### src/inc/acc_pkg.sv
// constants and state types for the analog comparator control block
// Overview of operation
// RULE1 - the enable bit at position 7 turns the comparator function on when 1 and off when 0.
// RULE2 - the reference select bit at position 6 picks the external pin at 0, the bandgap at 1.
// RULE3 - the comparator result is 1 when the non-inverting input exceeds the inverting one.
// RULE4 - the event flag at bit 5 is set by hardware on each event of the selected mode.
// RULE5 - writing a one to bit 5 clears the event flag.
// RULE6 - with the interrupt enable at bit 4 set, an interrupt stands while the flag is set.
// RULE7 - reading the output bit at position 3 returns the present comparator result.
// RULE8 - the output bit resets to zero and reads zero while the enable bit is clear.
// RULE9 - with the pin enable at bit 2 set the result is driven on the output pin, else not.
// RULE10 - the mode field 1:0 picks falling (00, 10), rising (01) or either edge (11).
// RULE11 - in shallow stop events still set the flag and an enabled event wakes the processor.
// RULE12 - leaving deep stop, or any stop through reset, returns every field to reset state.
// RULE13 - the raw comparator result passes two flip-flops before edge detection and reads.
// RULE14 - writing zero to the flag leaves it alone; no edge is seen while disabled.
package acc_pkg;
    localparam logic [1:0] ADDR_SC = 2'h0;
    localparam int BIT_EN = 7;
    localparam int BIT_REF = 6;
    localparam int BIT_FLAG = 5;
    localparam int BIT_IE = 4;
    localparam int BIT_OUT = 3;
    localparam int BIT_OPE = 2;
    localparam int BIT_MODE_HI = 1;
    localparam int BIT_MODE_LO = 0;
    localparam logic [7:0] SC_RESET = 8'h00;
    localparam logic [1:0] MODE_FALL0 = 2'h0;
    localparam logic [1:0] MODE_RISE = 2'h1;
    localparam logic [1:0] MODE_FALL2 = 2'h2;
    localparam logic [1:0] MODE_BOTH = 2'h3;

    typedef struct packed {
        logic en;
        logic ref_sel;
        logic flag;
        logic ie;
        logic ope;
        logic [1:0] mode;
        logic [7:0] rdata;
        logic irq;
        logic pin;
        logic pin_oe_n;
        logic wake;
    } acc_state_t;

    typedef struct packed {
        logic s1;
        logic s2;
        logic s3;
        logic [2:0] en_pipe;
    } acc_sync_t;
endpackage

### src/inc/acc_edge_if.sv
// synchronised comparator level and its edges, between edge unit and control
`timescale 1ns/10ps
interface acc_edge_if;
    logic enable;
    logic level;
    logic rise;
    logic fall;
    modport edge_src (input enable, output level, output rise, output fall);
    modport edge_use (output enable, input level, input rise, input fall);
endinterface

### src/rtl/acc_edge.sv
// two-stage synchroniser and edge detector for the raw comparator result
`timescale 1ns/10ps
module acc_edge (
    // clock and reset
    input wire logic clk,
    input wire logic resetn,
    // raw result from the analog core
    input wire logic cmp_raw,
    // towards the control logic
    acc_edge_if.edge_src eif
);
    acc_pkg::acc_sync_t st_r;
    acc_pkg::acc_sync_t st_nxt;
    logic edge_ok;

    always_comb begin
        st_nxt = st_r;
        st_nxt.s1 = cmp_raw; // [RULE13]
        st_nxt.s2 = st_r.s1;
        st_nxt.s3 = st_r.s2;
        st_nxt.en_pipe = {st_r.en_pipe[1:0], eif.enable};
    end

    always_ff @(posedge clk or negedge resetn) begin
        if (!resetn) begin
            st_r <= '0;
        end else begin
            st_r <= st_nxt;
        end
    end

    // an unpowered core gives no trustworthy level, so an edge only counts once every
    // sample behind it was taken while enabled; switching on never fakes an edge
    assign edge_ok = eif.enable & (&st_r.en_pipe); // [RULE14]
    assign eif.level = st_r.s2;
    assign eif.rise = edge_ok & st_r.s2 & ~st_r.s3; // [RULE14]
    assign eif.fall = edge_ok & ~st_r.s2 & st_r.s3; // [RULE14]
endmodule

### src/rtl/acc_ctrl.sv
// status/control register, event flag, interrupt, wake and pin drive of the comparator
//
// Chosen here: strobed register access and the address map.
`timescale 1ns/10ps
module acc_ctrl (
    // clock and reset
    input wire logic clk,
    input wire logic resetn,
    // register port
    input wire logic [1:0] reg_addr,
    input wire logic [7:0] reg_wdata,
    input wire logic reg_wr,
    input wire logic reg_rd,
    output logic [7:0] reg_rdata,
    // analog core
    input wire logic cmp_raw,
    output logic comparator_enable,
    output logic reference_select,
    // pin
    output logic comparator_out_pin,
    output logic comparator_out_pin_oe_n,
    // power management
    input wire logic stop_shallow,
    input wire logic deep_stop_exit,
    output logic wake_req,
    // interrupt
    output logic irq
);
    acc_pkg::acc_state_t st_r;
    acc_pkg::acc_state_t st_nxt;
    acc_edge_if eif ();
    logic wr_sc;
    logic rd_sc;
    logic event_hit;
    logic out_bit;

    // register image as software reads it; the output bit arrives already gated
    function automatic logic [7:0] sc_image(input acc_pkg::acc_state_t s, input logic out_b);
        logic [7:0] img;
        img = 8'h00;
        img[acc_pkg::BIT_EN] = s.en;
        img[acc_pkg::BIT_REF] = s.ref_sel;
        img[acc_pkg::BIT_FLAG] = s.flag;
        img[acc_pkg::BIT_IE] = s.ie;
        img[acc_pkg::BIT_OUT] = out_b; // [RULE7] [RULE8]
        img[acc_pkg::BIT_OPE] = s.ope;
        img[acc_pkg::BIT_MODE_HI:acc_pkg::BIT_MODE_LO] = s.mode;
        return img;
    endfunction

    // every software field back to its reset value, with no read data standing
    function automatic acc_pkg::acc_state_t sc_restore(input acc_pkg::acc_state_t s);
        acc_pkg::acc_state_t r;
        r = s;
        r.en = acc_pkg::SC_RESET[acc_pkg::BIT_EN];
        r.ref_sel = acc_pkg::SC_RESET[acc_pkg::BIT_REF];
        r.flag = acc_pkg::SC_RESET[acc_pkg::BIT_FLAG];
        r.ie = acc_pkg::SC_RESET[acc_pkg::BIT_IE];
        r.ope = acc_pkg::SC_RESET[acc_pkg::BIT_OPE];
        r.mode = acc_pkg::SC_RESET[acc_pkg::BIT_MODE_HI:acc_pkg::BIT_MODE_LO];
        r.rdata = 8'h00;
        return r;
    endfunction

    acc_edge u_edge (
        .clk(clk),
        .resetn(resetn),
        .cmp_raw(cmp_raw),
        .eif(eif)
    );

    // the analog core drives high when non-inverting exceeds inverting
    assign out_bit = st_r.en & eif.level; // [RULE3] [RULE8]
    assign eif.enable = st_r.en; // [RULE1]
    assign wr_sc = reg_wr && (reg_addr == acc_pkg::ADDR_SC);
    assign rd_sc = reg_rd && (reg_addr == acc_pkg::ADDR_SC);

    always_comb begin
        case (st_r.mode)
            acc_pkg::MODE_RISE: event_hit = eif.rise; // [RULE10]
            acc_pkg::MODE_BOTH: event_hit = eif.rise | eif.fall; // [RULE10]
            acc_pkg::MODE_FALL0, acc_pkg::MODE_FALL2: event_hit = eif.fall; // [RULE10]
            default: event_hit = 1'b0;
        endcase
    end

    always_comb begin
        st_nxt = st_r;
        if (wr_sc) begin
            st_nxt.en = reg_wdata[acc_pkg::BIT_EN]; // [RULE1]
            st_nxt.ref_sel = reg_wdata[acc_pkg::BIT_REF]; // [RULE2]
            st_nxt.ie = reg_wdata[acc_pkg::BIT_IE];
            st_nxt.ope = reg_wdata[acc_pkg::BIT_OPE];
            st_nxt.mode = reg_wdata[acc_pkg::BIT_MODE_HI:acc_pkg::BIT_MODE_LO];
            // a zero in the flag position leaves the flag as it was
            if (reg_wdata[acc_pkg::BIT_FLAG]) begin
                st_nxt.flag = 1'b0; // [RULE5] [RULE14]
            end
        end
        // set after clear so an event in the clearing cycle is kept
        if (event_hit) begin
            st_nxt.flag = 1'b1; // [RULE4] [RULE11]
        end
        st_nxt.rdata = 8'h00;
        if (rd_sc) begin
            st_nxt.rdata = sc_image(st_r, out_bit); // [RULE7] [RULE8]
        end
        // deep stop powers the analog part down, so everything returns to reset
        if (deep_stop_exit) begin
            st_nxt = sc_restore(st_nxt); // [RULE12]
        end
        st_nxt.irq = st_nxt.flag & st_nxt.ie; // [RULE6]
        st_nxt.wake = stop_shallow & event_hit & st_r.ie & ~deep_stop_exit; // [RULE11]
        st_nxt.pin_oe_n = ~st_nxt.ope; // [RULE9]
        st_nxt.pin = st_nxt.ope & st_nxt.en & eif.level; // [RULE9]
    end

    always_ff @(posedge clk or negedge resetn) begin
        if (!resetn) begin
            st_r <= '0;
            st_r.pin_oe_n <= 1'b1;
        end else begin
            st_r <= st_nxt;
        end
    end

    assign reg_rdata = st_r.rdata;
    assign comparator_enable = st_r.en;
    assign reference_select = st_r.ref_sel;
    assign comparator_out_pin = st_r.pin;
    assign comparator_out_pin_oe_n = st_r.pin_oe_n;
    assign wake_req = st_r.wake;
    assign irq = st_r.irq;
endmodule

### config.mk
export PLATFORM = sky130hd
export DESIGN_NAME = acc_ctrl
export DESIGN_NICKNAME = d
export VERILOG_FILES = /design/src/inc/acc_pkg.sv /design/src/inc/acc_edge_if.sv /design/src/rtl/acc_edge.sv /design/src/rtl/acc_ctrl.sv
export SDC_FILE = /design/constraint.sdc
export NUM_CORES = 1
export LEC_CHECK = 0
export ABC_AREA = 1
export BUFFER_PORTS_ARGS = -buffer_cell sky130_fd_sc_hd__buf_2
export CORE_ASPECT_RATIO = 0.9
export CORE_UTILIZATION = 40
export CTS_BUF_LIST = sky130_fd_sc_hd__clkbuf_8
export DETAILED_ROUTE_END_ITERATION = 6
export PLACE_DENSITY = 0.72
export SYNTH_ARGS = -nofsm -noshare
export SYNTH_HDL_FRONTEND = slang
export SYNTH_SLANG_ARGS = --single-unit
### constraint.sdc
create_clock -name clk -period 0.8 [get_ports clk]
set_input_delay 0.16 -clock clk [delete_from_list [all_inputs] [get_ports clk]]
set_output_delay 0.16 -clock clk [all_outputs]
set_load 0.1 [all_outputs]
# Word level (Yosys, flattened, before mapping)
# Index checks and enable logic that the tools add are counted.
# word_totals
regBits,25
out_inout_bits,14
# classes
bitwise_logic,17
mux,6
n_eq_ne,3
n_reduce_logical,7
# op_table
op,n
2-to-1 mux 19 bit,1
AND 1 bit,12
2-to-1 mux 8 bit,1
2-to-1 mux 7 bit,1
"== test 2 bit, second input constant",2
zero test 2 bit,2
NOT 1 bit,4
case mux 1 bit (3 select lines),1
AND reduction 3 bit,1
"== test 2 x 1 -> 1 bit, second input constant",1
logical AND 1 bit,2
2-to-1 mux 1 bit,2
nonzero test 2 bit,1
OR reduction 2 bit,1
bitwise OR 1 bit,1

# Depth between registers and ports, before layout
# Gate-level depths: netlist of run 1.
# depth
word_depth,10
mapped_depth,6

# Hierarchy
# From an unflattened synthesis of run 1, not the netlist that was laid out.
# unflattened
hier_cells,100
area_unflattened_um2,1021.0
# modules_own_cells
mod,instances,cells_per_inst,seq_area_each_um2,area_per_inst_um2
acc_ctrl,1,83,476.7,829.5
acc_edge,1,17,150.1,191.4

# Worst setup path after synthesis of run 1
# OpenSTA, ideal clock, no wires.
# synth_path
kind,register to register
from,"register st_r, in the netlist comparator_enable"
to,"register st_r, in the netlist irq"
required_time_ns,0.727
setup_ns,0.073
setup_slack_ns,-0.735
stages_incl_launch_ff,7
arrival_time_ns,1.462
period_less_slack_ns,1.535
path_cell_list,dfrtp_1 nand2_1 inv_1 nand2_1 nor2_1 nand3_1 a21oi_2
# synth_lines
item,line,rtl
from (decl),acc_ctrl.sv:29,acc_pkg::acc_state_t st_r;
from (signal assigned),acc_ctrl.sv:123,st_r <= st_nxt;

# Worst setup path in the final report of run 1
# layout_path
from,"register st_r, in the netlist comparator_out_pin_oe_n"
to,output port comparator_out_pin_oe_n
# layout_lines
item,line,rtl
to (decl),acc_ctrl.sv:21,"output logic comparator_out_pin_oe_n,"
# No word-level cell between the ends.

==> results of run 1 <==
[worst reg2reg max path, delay by kind of cell (launching register included)]
kind	cells	cell delay [ps]
AOI/OAI and AO/OA	1	140
DFF	1	430
and+or+nand+nor	4	320
buffers and inverters	2	170
[how the worst max path moves through the flow]
stage                            start                 endpoint  cells past startpoint
2_1_floorplan        comparator_enable                      irq                      6
3_3_place_gp         comparator_enable                      irq                      6
3_5_place_dp         comparator_enable                      irq                      6
4_1_cts        comparator_out_pin_oe_n  comparator_out_pin_oe_n                      1
5_1_grt        comparator_out_pin_oe_n  comparator_out_pin_oe_n                      1
6_report       comparator_out_pin_oe_n  comparator_out_pin_oe_n                      1
[state kept, by name, indices dropped and copies added (netlist names), 2 cells and up]
name           flops
reg_rdata          8
u_edge.st_nxt      3
st_r               5
u_edge.st_r        2
[cells by family after synthesis]
kind of cell	count (synthesis)	synth area share, %
flip-flops	25	62.4
AO/OA/AOI/OAI	6	4.11
AND/OR/NAND/NOR	38	20.9
buffers and inverters	25	12.6
[cells in the final DEF (no fill, tap or decap)]
master         netlist  routed
buf_12               0      15
buf_6                0       6
dlygate4sd3_1        0       2
inv_2                1       5
nand2_1              8       6
o211ai_2             1       1
dfstp_4              0       1
buf_2                0      15
clkbuf_8             0       3
a21oi_1              1       1
o21ai_1              0       1
nand2_2              7       8
inv_1               15      11
buf_4                8       7
nand2_4              1       2
a21oi_2              1       1
nor2_1              11       9
dfrtp_1             24      20
inv_4                1       2
nand3_1              4       3
nor2_4               1       3
nand4_1              2       2
nor3_2               1       1
o21ai_0              3       2
dfrtp_4              0       4
nand3_2              3       4
[synth_stat cells (all sizes together)]
library cell   n
dfrtp         24
nor3           1
nand2         16
dfstp          1
a21oi          2
nor2          12
inv           17
o211ai         1
nand3          7
o21ai          3
buf            8
nand4          2
[stage by stage]
| step | instances | cell area [µm²] | TNS [ps] | setup WS (ps) |
|---|---|---|---|---|
| 6_report | 162 | 1590 | -5530 | -419 |
| 5_1_grt | 162 | 1590 | -6180 | -441 |
| 4_1_cts | 160 | 1540 | -4790 | -423 |
| 3_5_place_dp | 152 | 1440 | -1630 | -200 |
| 3_3_place_gp | 152 | 1440 | -1270 | -154 |
| 2_1_floorplan | 94 | 1020 | -2300 | -369 |
[layer usage]
metal / vias up / global-route usage (%)
met1: 371 / 20.9
met2: 22 / 28.3
met5: - / 0
met4: 0 / 7.26
li1: 360 / -
met3: 4 / 4.94
[timing repair]
item	CTS	global route
gates cloned	0	0
buffers inserted	2	3
hold buffers	2	0
endpoints found under the hold margin	25	0
gates resized for setup	8	12
setup endpoints to repair	21	25
pin swaps	1	8
[power groups by stage]
stage,Clock (mW),Sequential [mW],Combinational [mW]
6_report,0.718,1.32,0.349
5_1_grt,0.786,1.33,0.377
4_1_cts,0.725,1.32,0.331
3_5_place_dp,0,1.35,0.305
3_3_place_gp,0,1.34,0.299
2_1_floorplan,0,1.39,0.0893
[area by class of cell]
cell class / instances / area [µm²] / area share [%]
clock buffers: 3 / 41.3 / 2.60
clock inverters: 1 / 3.75 / 0.236
flip-flops and latches: 25 / 646 / 40.6
well taps: 27 / 33.8 / 2.12
repair buffers: 45 / 515 / 32.4
multi-input cells: 44 / 282 / 17.7
inverters: 17 / 68.8 / 4.33
==> results by group, run 1 <==
Clocking
  – CTS tree: done
  – Cts bufs inserted: 3
  – H-Tree Depth: 1
  – Worst-skew pair later-pin latency: 260 ps
  – Register clock-pin slew on the reported worst setup and hold paths: 80 ps
  – Longest Clk Path Bufs: 2
  – CTS Sinks: 25
  – Clock tree root driver cell: clkbuf_8

Drt
  – Met3 WL: 90 µm
  – WL final: 2.09 mm
  – First-pass DRT Iterations: 4
  – Routed via count: 757
  – Wire per inst: 12.9 µm
  – DR WL met2: 1.15 mm
  – DRT met1 WL: 836 µm
  – 1st-iter DRT viols: 11
  – Top Metal Used: met4
  – Remaining antenna violation count after routing: 0
  – DRC: 0
  – DR vias/cell: 4.67

Setup path
  – Critical R2R Capture: irq
  – Largest fanout on the critical path: 1
  – CP arrival: 1060 ps
  – Worst path cell trace: buf_12
  – Critical Path End Type: primary output
  – CP bufs+invs: 1
  – Reg2reg path depth: 7
  – Delay-heaviest family, CP: flip-flops
  – CP peak stage delay: 630 ps
  – R2r setup slk: -320 ps
  – WP data required: 640 ps
  – FF-to-FF Start: comparator_enable
  – Startpoint Class: flop
  – Worst Path Class, Setup: flop to primary output
  – CP max-delay cell: dfstp_4

STA
  – Max_slew headroom: 81.9%
  – Fin crit period: 1220 ps
  – Hold Slack: 132 ps
  – Max-slew violations: 0
  – RSZ-0062 raised after global routing: yes
  – Max Fclk: 820 MHz
  – Final period utilization: 152%
  – Final setup fails: 24
  – Final WS setup: -419 ps
  – Fin. Hold Viols: 0
  – Max Clock Skew: 2.67 ps
  – Worst-margin pin slew: 271 ps

Min path
  – Hold Path Cell Cnt: 3
  – Hold endpoint: reference_select
  – Hold crit path type: input port to flop
  – Min-delay src: reg_wdata[6]

Finish
  – Fillers: 154
  – Ant. Diodes: 0
  – Share of layout cells above drive strength 1: 57.8%
  – # nets final: 153
  – Area Overhead vs Synth: 58.3%
  – Fin util: 69.7%

Placement
  – Port bufs: 29
  – Placer congestion estimate: 0.817
  – Post-DP HPWL: 1.40 mm

Synthesis
  – Yosys cell types: 19
  – Syn Area/Cell: 10.7 µm²
  – Synth Instances: 94
  – Synth warn: 0
  – Register area share after synthesis: 62.4%
  – Synth top area share: 59.8%
  – Syn Nets: 111
  – Post-Syn Area: 1000 µm²
  – Yosys reg bits: 25
  – Synth area leader: dfrtp_1
  – Synth area leaders: dfrtp_1 60%, buf_4 6.0%, inv_1 5.6%, nand2_2 4.4%, nor2_1 4.1%

Power and ir drop
  – Leak: 0.796 nW
  – Comb power frac: 14.6%
  – Sw Pwr: 0.597 mW
  – Sw Ratio: 25.0%
  – Clock share of power: 30.0%
  – Overall power: 2.39 mW
  – Maximum vdd drop: 1.45 mV
  – Pwr Density: 1500 nW/µm²
  – Flop pwr share: 55.4%
  – Int Pwr: 1.79 mW

Global routing
  – First-pass GRT wire length: 3.28 mm
  – GRT Util Overall: 17.4%
  – Initial antenna violation count: 0
  – Vias in the first global route: 755
  – Largest net degree at the start of global routing: 26
  – GRT overflow: 0

Floorplanning
  – FP Rows: 16
  – Core Footprint: 2280 µm²
  – # IOs: 31
  – Die Area: 2720 µm²
  – Die height: 49.5 µm
  – Initial core utilization: 44.0%
  – Die Span X: 54.8 µm

Flow run
  – Max Cap Viol: 0

Outcome
  – Failing checks: negative setup slack
  – Status: finished, violations left
(Power assumes the default switching activity.)
==> run 2, diff against run 1 <==
Settings changed: ABC_AREA 1 to not set, CORE_UTILIZATION 40 to 51, PLACE_DENSITY 0.72 to 0.85.
Clock period 0.8 ns to 1.2 ns, I/O delays scaled along.
==> results by group, run 2 <==
Clocking
  – H-Tree Depth: 1 (unchanged)
  – CTS Sinks: 25 (unchanged)
  – Cts bufs inserted: 3 (unchanged)
  – Worst-skew pair later-pin latency: 260 ps (about the same)
  – Clock tree root driver cell: clkbuf_8
  – Register clock-pin slew on the reported worst setup and hold paths: 80 ps (about the same)
  – CTS tree: done
  – Longest Clk Path Bufs: 2 (unchanged)

Floorplanning
  – Initial core utilization: 55.5% (+12 points)
  – FP Rows: 14 (-2)
  – # IOs: 31 (unchanged)
  – Die Area: 2050 µm² (-25%)
  – Die height: 43.0 µm (-13%)
  – Die Span X: 47.6 µm (-13%)
  – Core Footprint: 1720 µm² (-25%)

Drt
  – 1st-iter DRT viols: 8 (-3)
  – Remaining antenna violation count after routing: 0 (unchanged)
  – Routed via count: 622 (-18%)
  – DRC: 0 (unchanged)
  – Wire per inst: 14.4 µm (+11%)
  – DR vias/cell: 4.90 (+4.8%)
  – First-pass DRT Iterations: 4 (unchanged)
  – WL final: 1.82 mm (-13%)

Power and ir drop
  – Clock share of power: 32.3% (+2.3 points)
  – Sw Ratio: 23.3% (-1.7 points)
  – Comb power frac: 9.9% (-4.7 points)
  – Sw Pwr: 0.352 mW (-41%)
  – Pwr Density: 1090 nW/µm² (-28%)
  – Leak: 0.661 nW (-17%)
  – Flop pwr share: 57.8% (+2.4 points)
  – Overall power: 1.51 mW (-37%)
  – Int Pwr: 1.16 mW (-35%)
  – Maximum vdd drop: 1.02 mV (-30%)

STA
  – Hold Slack: 73.1 ps (-59.3 ps)
  – RSZ-0062 raised after global routing: yes
  – Setup_tns: -32.3 ps (+5500 ps)
  – Fin. Hold Viols: 0 (unchanged)
  – Fin crit period: 1230 ps
  – Final period utilization: 103%
  – Final WS setup: -30.4 ps (+389 ps)
  – Final setup fails: 2 (-92%)
  – Max Clock Skew: 2.02 ps (-0.648 ps)
  – Max Fclk: 813 MHz
  – Max_slew headroom: 65.3% (-17 points)
  – Worst-margin pin slew: 521 ps (+250 ps)
  – Max-slew violations: 0 (unchanged)

Synthesis
  – EDFF count, synth: 0 (unchanged)
  – Post-synthesis simple-gate area fraction: 18.0% (-2.9 points)
  – Top cells by count, synth: 24 x dfrtp_1, 9 x buf_4, 7 x and2_1
  – Synth area leader: dfrtp_1
  – Register area share after synthesis: 65.7% (+3.4 points)
  – Post-Synth Adder-Cell Area: 0% (unchanged)
  – Synth area leaders: dfrtp_1 63%, buf_4 7.1%, mux2i_1 6.3%, and2_1 4.6%, dfstp_2 2.8%
  – Syn Nets: 88 (-21%)
  – Syn Area/Cell: 13.4 µm² (+26%)
  – Fraction of registers with async set/reset: 100% (unchanged)
  – Post-Syn Area: 953 µm² (-5.1%)
  – Synth top area share: 63.0% (+3.2 points)
  – Complex-gate fraction of the synthesized area: 1.31% (-2.8 points)
  – Yosys cell types: 20 (+1)
  – Area share of xor/xnor cells in the synthesized design: 0% (unchanged)
  – Yosys reg bits: 25 (unchanged)
  – Synth warn: 0 (unchanged)
  – Top FF cell, synth: dfrtp_1
  – Most frequent cell after synthesis: dfrtp_1
  – Synth Instances: 71 (-24%)
  – Mux cell area share after synthesis: 6.30% (+6.3 points)
  – Main combinational cell family by area after synthesis: simple AND/OR/NAND/NOR gates

Setup path
  – CP arrival: 990 ps (-70 ps)
  – Worst path cell trace: buf_12
  – Largest fanout on the critical path: 1 (unchanged)
  – Critical Path End Type: primary output
  – CP peak stage delay: 550 ps (-80 ps)
  – WP data required: 960 ps (+320 ps)
  – Delay-heaviest family, CP: flip-flops
  – Startpoint Class: flop
  – Worst Path Class, Setup: flop to primary output
  – CP max-delay cell: dfstp_2
  – CP bufs+invs: 1 (unchanged)

Finish
  – Final Instance Area: 1390 µm² (-12%)
  – Area Overhead vs Synth: 46.1%
  – Most common cell after layout, fill and taps aside: dfrtp_1
  – Max reg flops: 8 (unchanged)
  – # nets final: 121 (-21%)
  – Ant. Diodes: 0 (unchanged)
  – Share of layout cells above drive strength 1: 47.6% (-10 points)
  – Commonest cells after routing, fill and taps aside: 21 x dfrtp_1, 15 x buf_2, 14 x buf_12
  – Fin util: 81.1% (+11 points)

Global routing
  – Vias in the first global route: 699 (-7.4%)
  – GRT Util Overall: 21.7% (+4.2 points)
  – First-pass GRT wire length: 2.93 mm (-11%)
  – GRT overflow: 0 (unchanged)
  – Largest net degree at the start of global routing: 26 (unchanged)
  – Initial antenna violation count: 0 (unchanged)

Placement
  – Placer congestion estimate: 0.771 (-5.6%)
  – Area post-placement: 1320 µm² (-8.5%)
  – Port bufs: 29 (unchanged)

Outcome
  – Status: finished, violations left
  – Failing checks: negative setup slack

Min path
  – Hold crit path type: input port to flop

Flow run
  – Max Cap Viol: 0 (unchanged)
-- run 2: cell types whose count changed after synthesis, moves of 3 or more --
| cell | before | now |
|---|---|---|
| inv_1 | 15 | 1 |
| and2_1 | 0 | 7 |
| nand2_2 | 7 | 0 |
| mux2i_1 | 0 | 6 |
| nand2_1 | 8 | 3 |
| nor2_1 | 11 | 6 |
| nand3_1 | 4 | 0 |
| nand3_2 | 3 | 0 |
| o21ai_0 | 3 | 0 |
-- run 2: repair_timing --
action	CTS	global route
resized for setup	0	3
setup buffers	1	0
hold buffers	1	0
pin swaps	0	1
setup endpoints to repair	2	5
hold endpoints to repair	24	0
-- run 2: cell families after synthesis --
family	count (synthesis)
buf+inv	11
compound gates	2
flops	25
mux	6
simple gates	27
-- run 2: routing by layer --
layer,share of wire (%),global-route usage [%],vias to the layer above
li1,-,-,289
met1,36,23.3,307
met2,59,39.5,22
met3,3.1,2.55,4
met4,2.0,11.1,0
met5,0,0,-
-- run 2: path summary, 6_finish.rpt --
path | startpoint | cells past startpoint | slack (ps) | endpoint
max in group asynchronous | resetn | 2 | 330 | comparator_enable
worst max register to register | comparator_enable | 4 | 60 | comparator_out_pin
min in group asynchronous | resetn | 2 | 480 | wake_req
worst max-delay path | comparator_out_pin_oe_n | 1 | -30 | comparator_out_pin_oe_n
worst min-delay path | cmp_raw | 1 | 70 | u_edge.st_nxt[4]
worst min register to register | u_edge.st_nxt[4] | 0 | 370 | u_edge.eif.level
-- run 2: final cells by class --
type	instances	area, µm²
inverters	1	3.75
multi-input cells	35	248
clock buffers	3	41.3
flip-flops and latches	25	633
repair buffers	38	429
fillers	99	324
well taps	24	30.0
clock inverters	1	7.51
-- run 2: power groups by stage --
stage,registers [mW],clock network [mW],logic [mW]
3_3_place_gp,0.889,0,0.139
6_report,0.874,0.489,0.150
4_1_cts,0.874,0.502,0.149
2_1_floorplan,0.910,0,0.0431
3_5_place_dp,0.891,0,0.143
5_1_grt,0.876,0.530,0.162
-- run 2: metrics by stage --
step / setup WS (ps) / std cells
3_3_place_gp: -18.3 / 121
3_5_place_dp: -66.9 / 121
2_1_floorplan: -7.68 / 71
4_1_cts: -38.6 / 127
5_1_grt: -52.0 / 127
6_report: -30.4 / 127
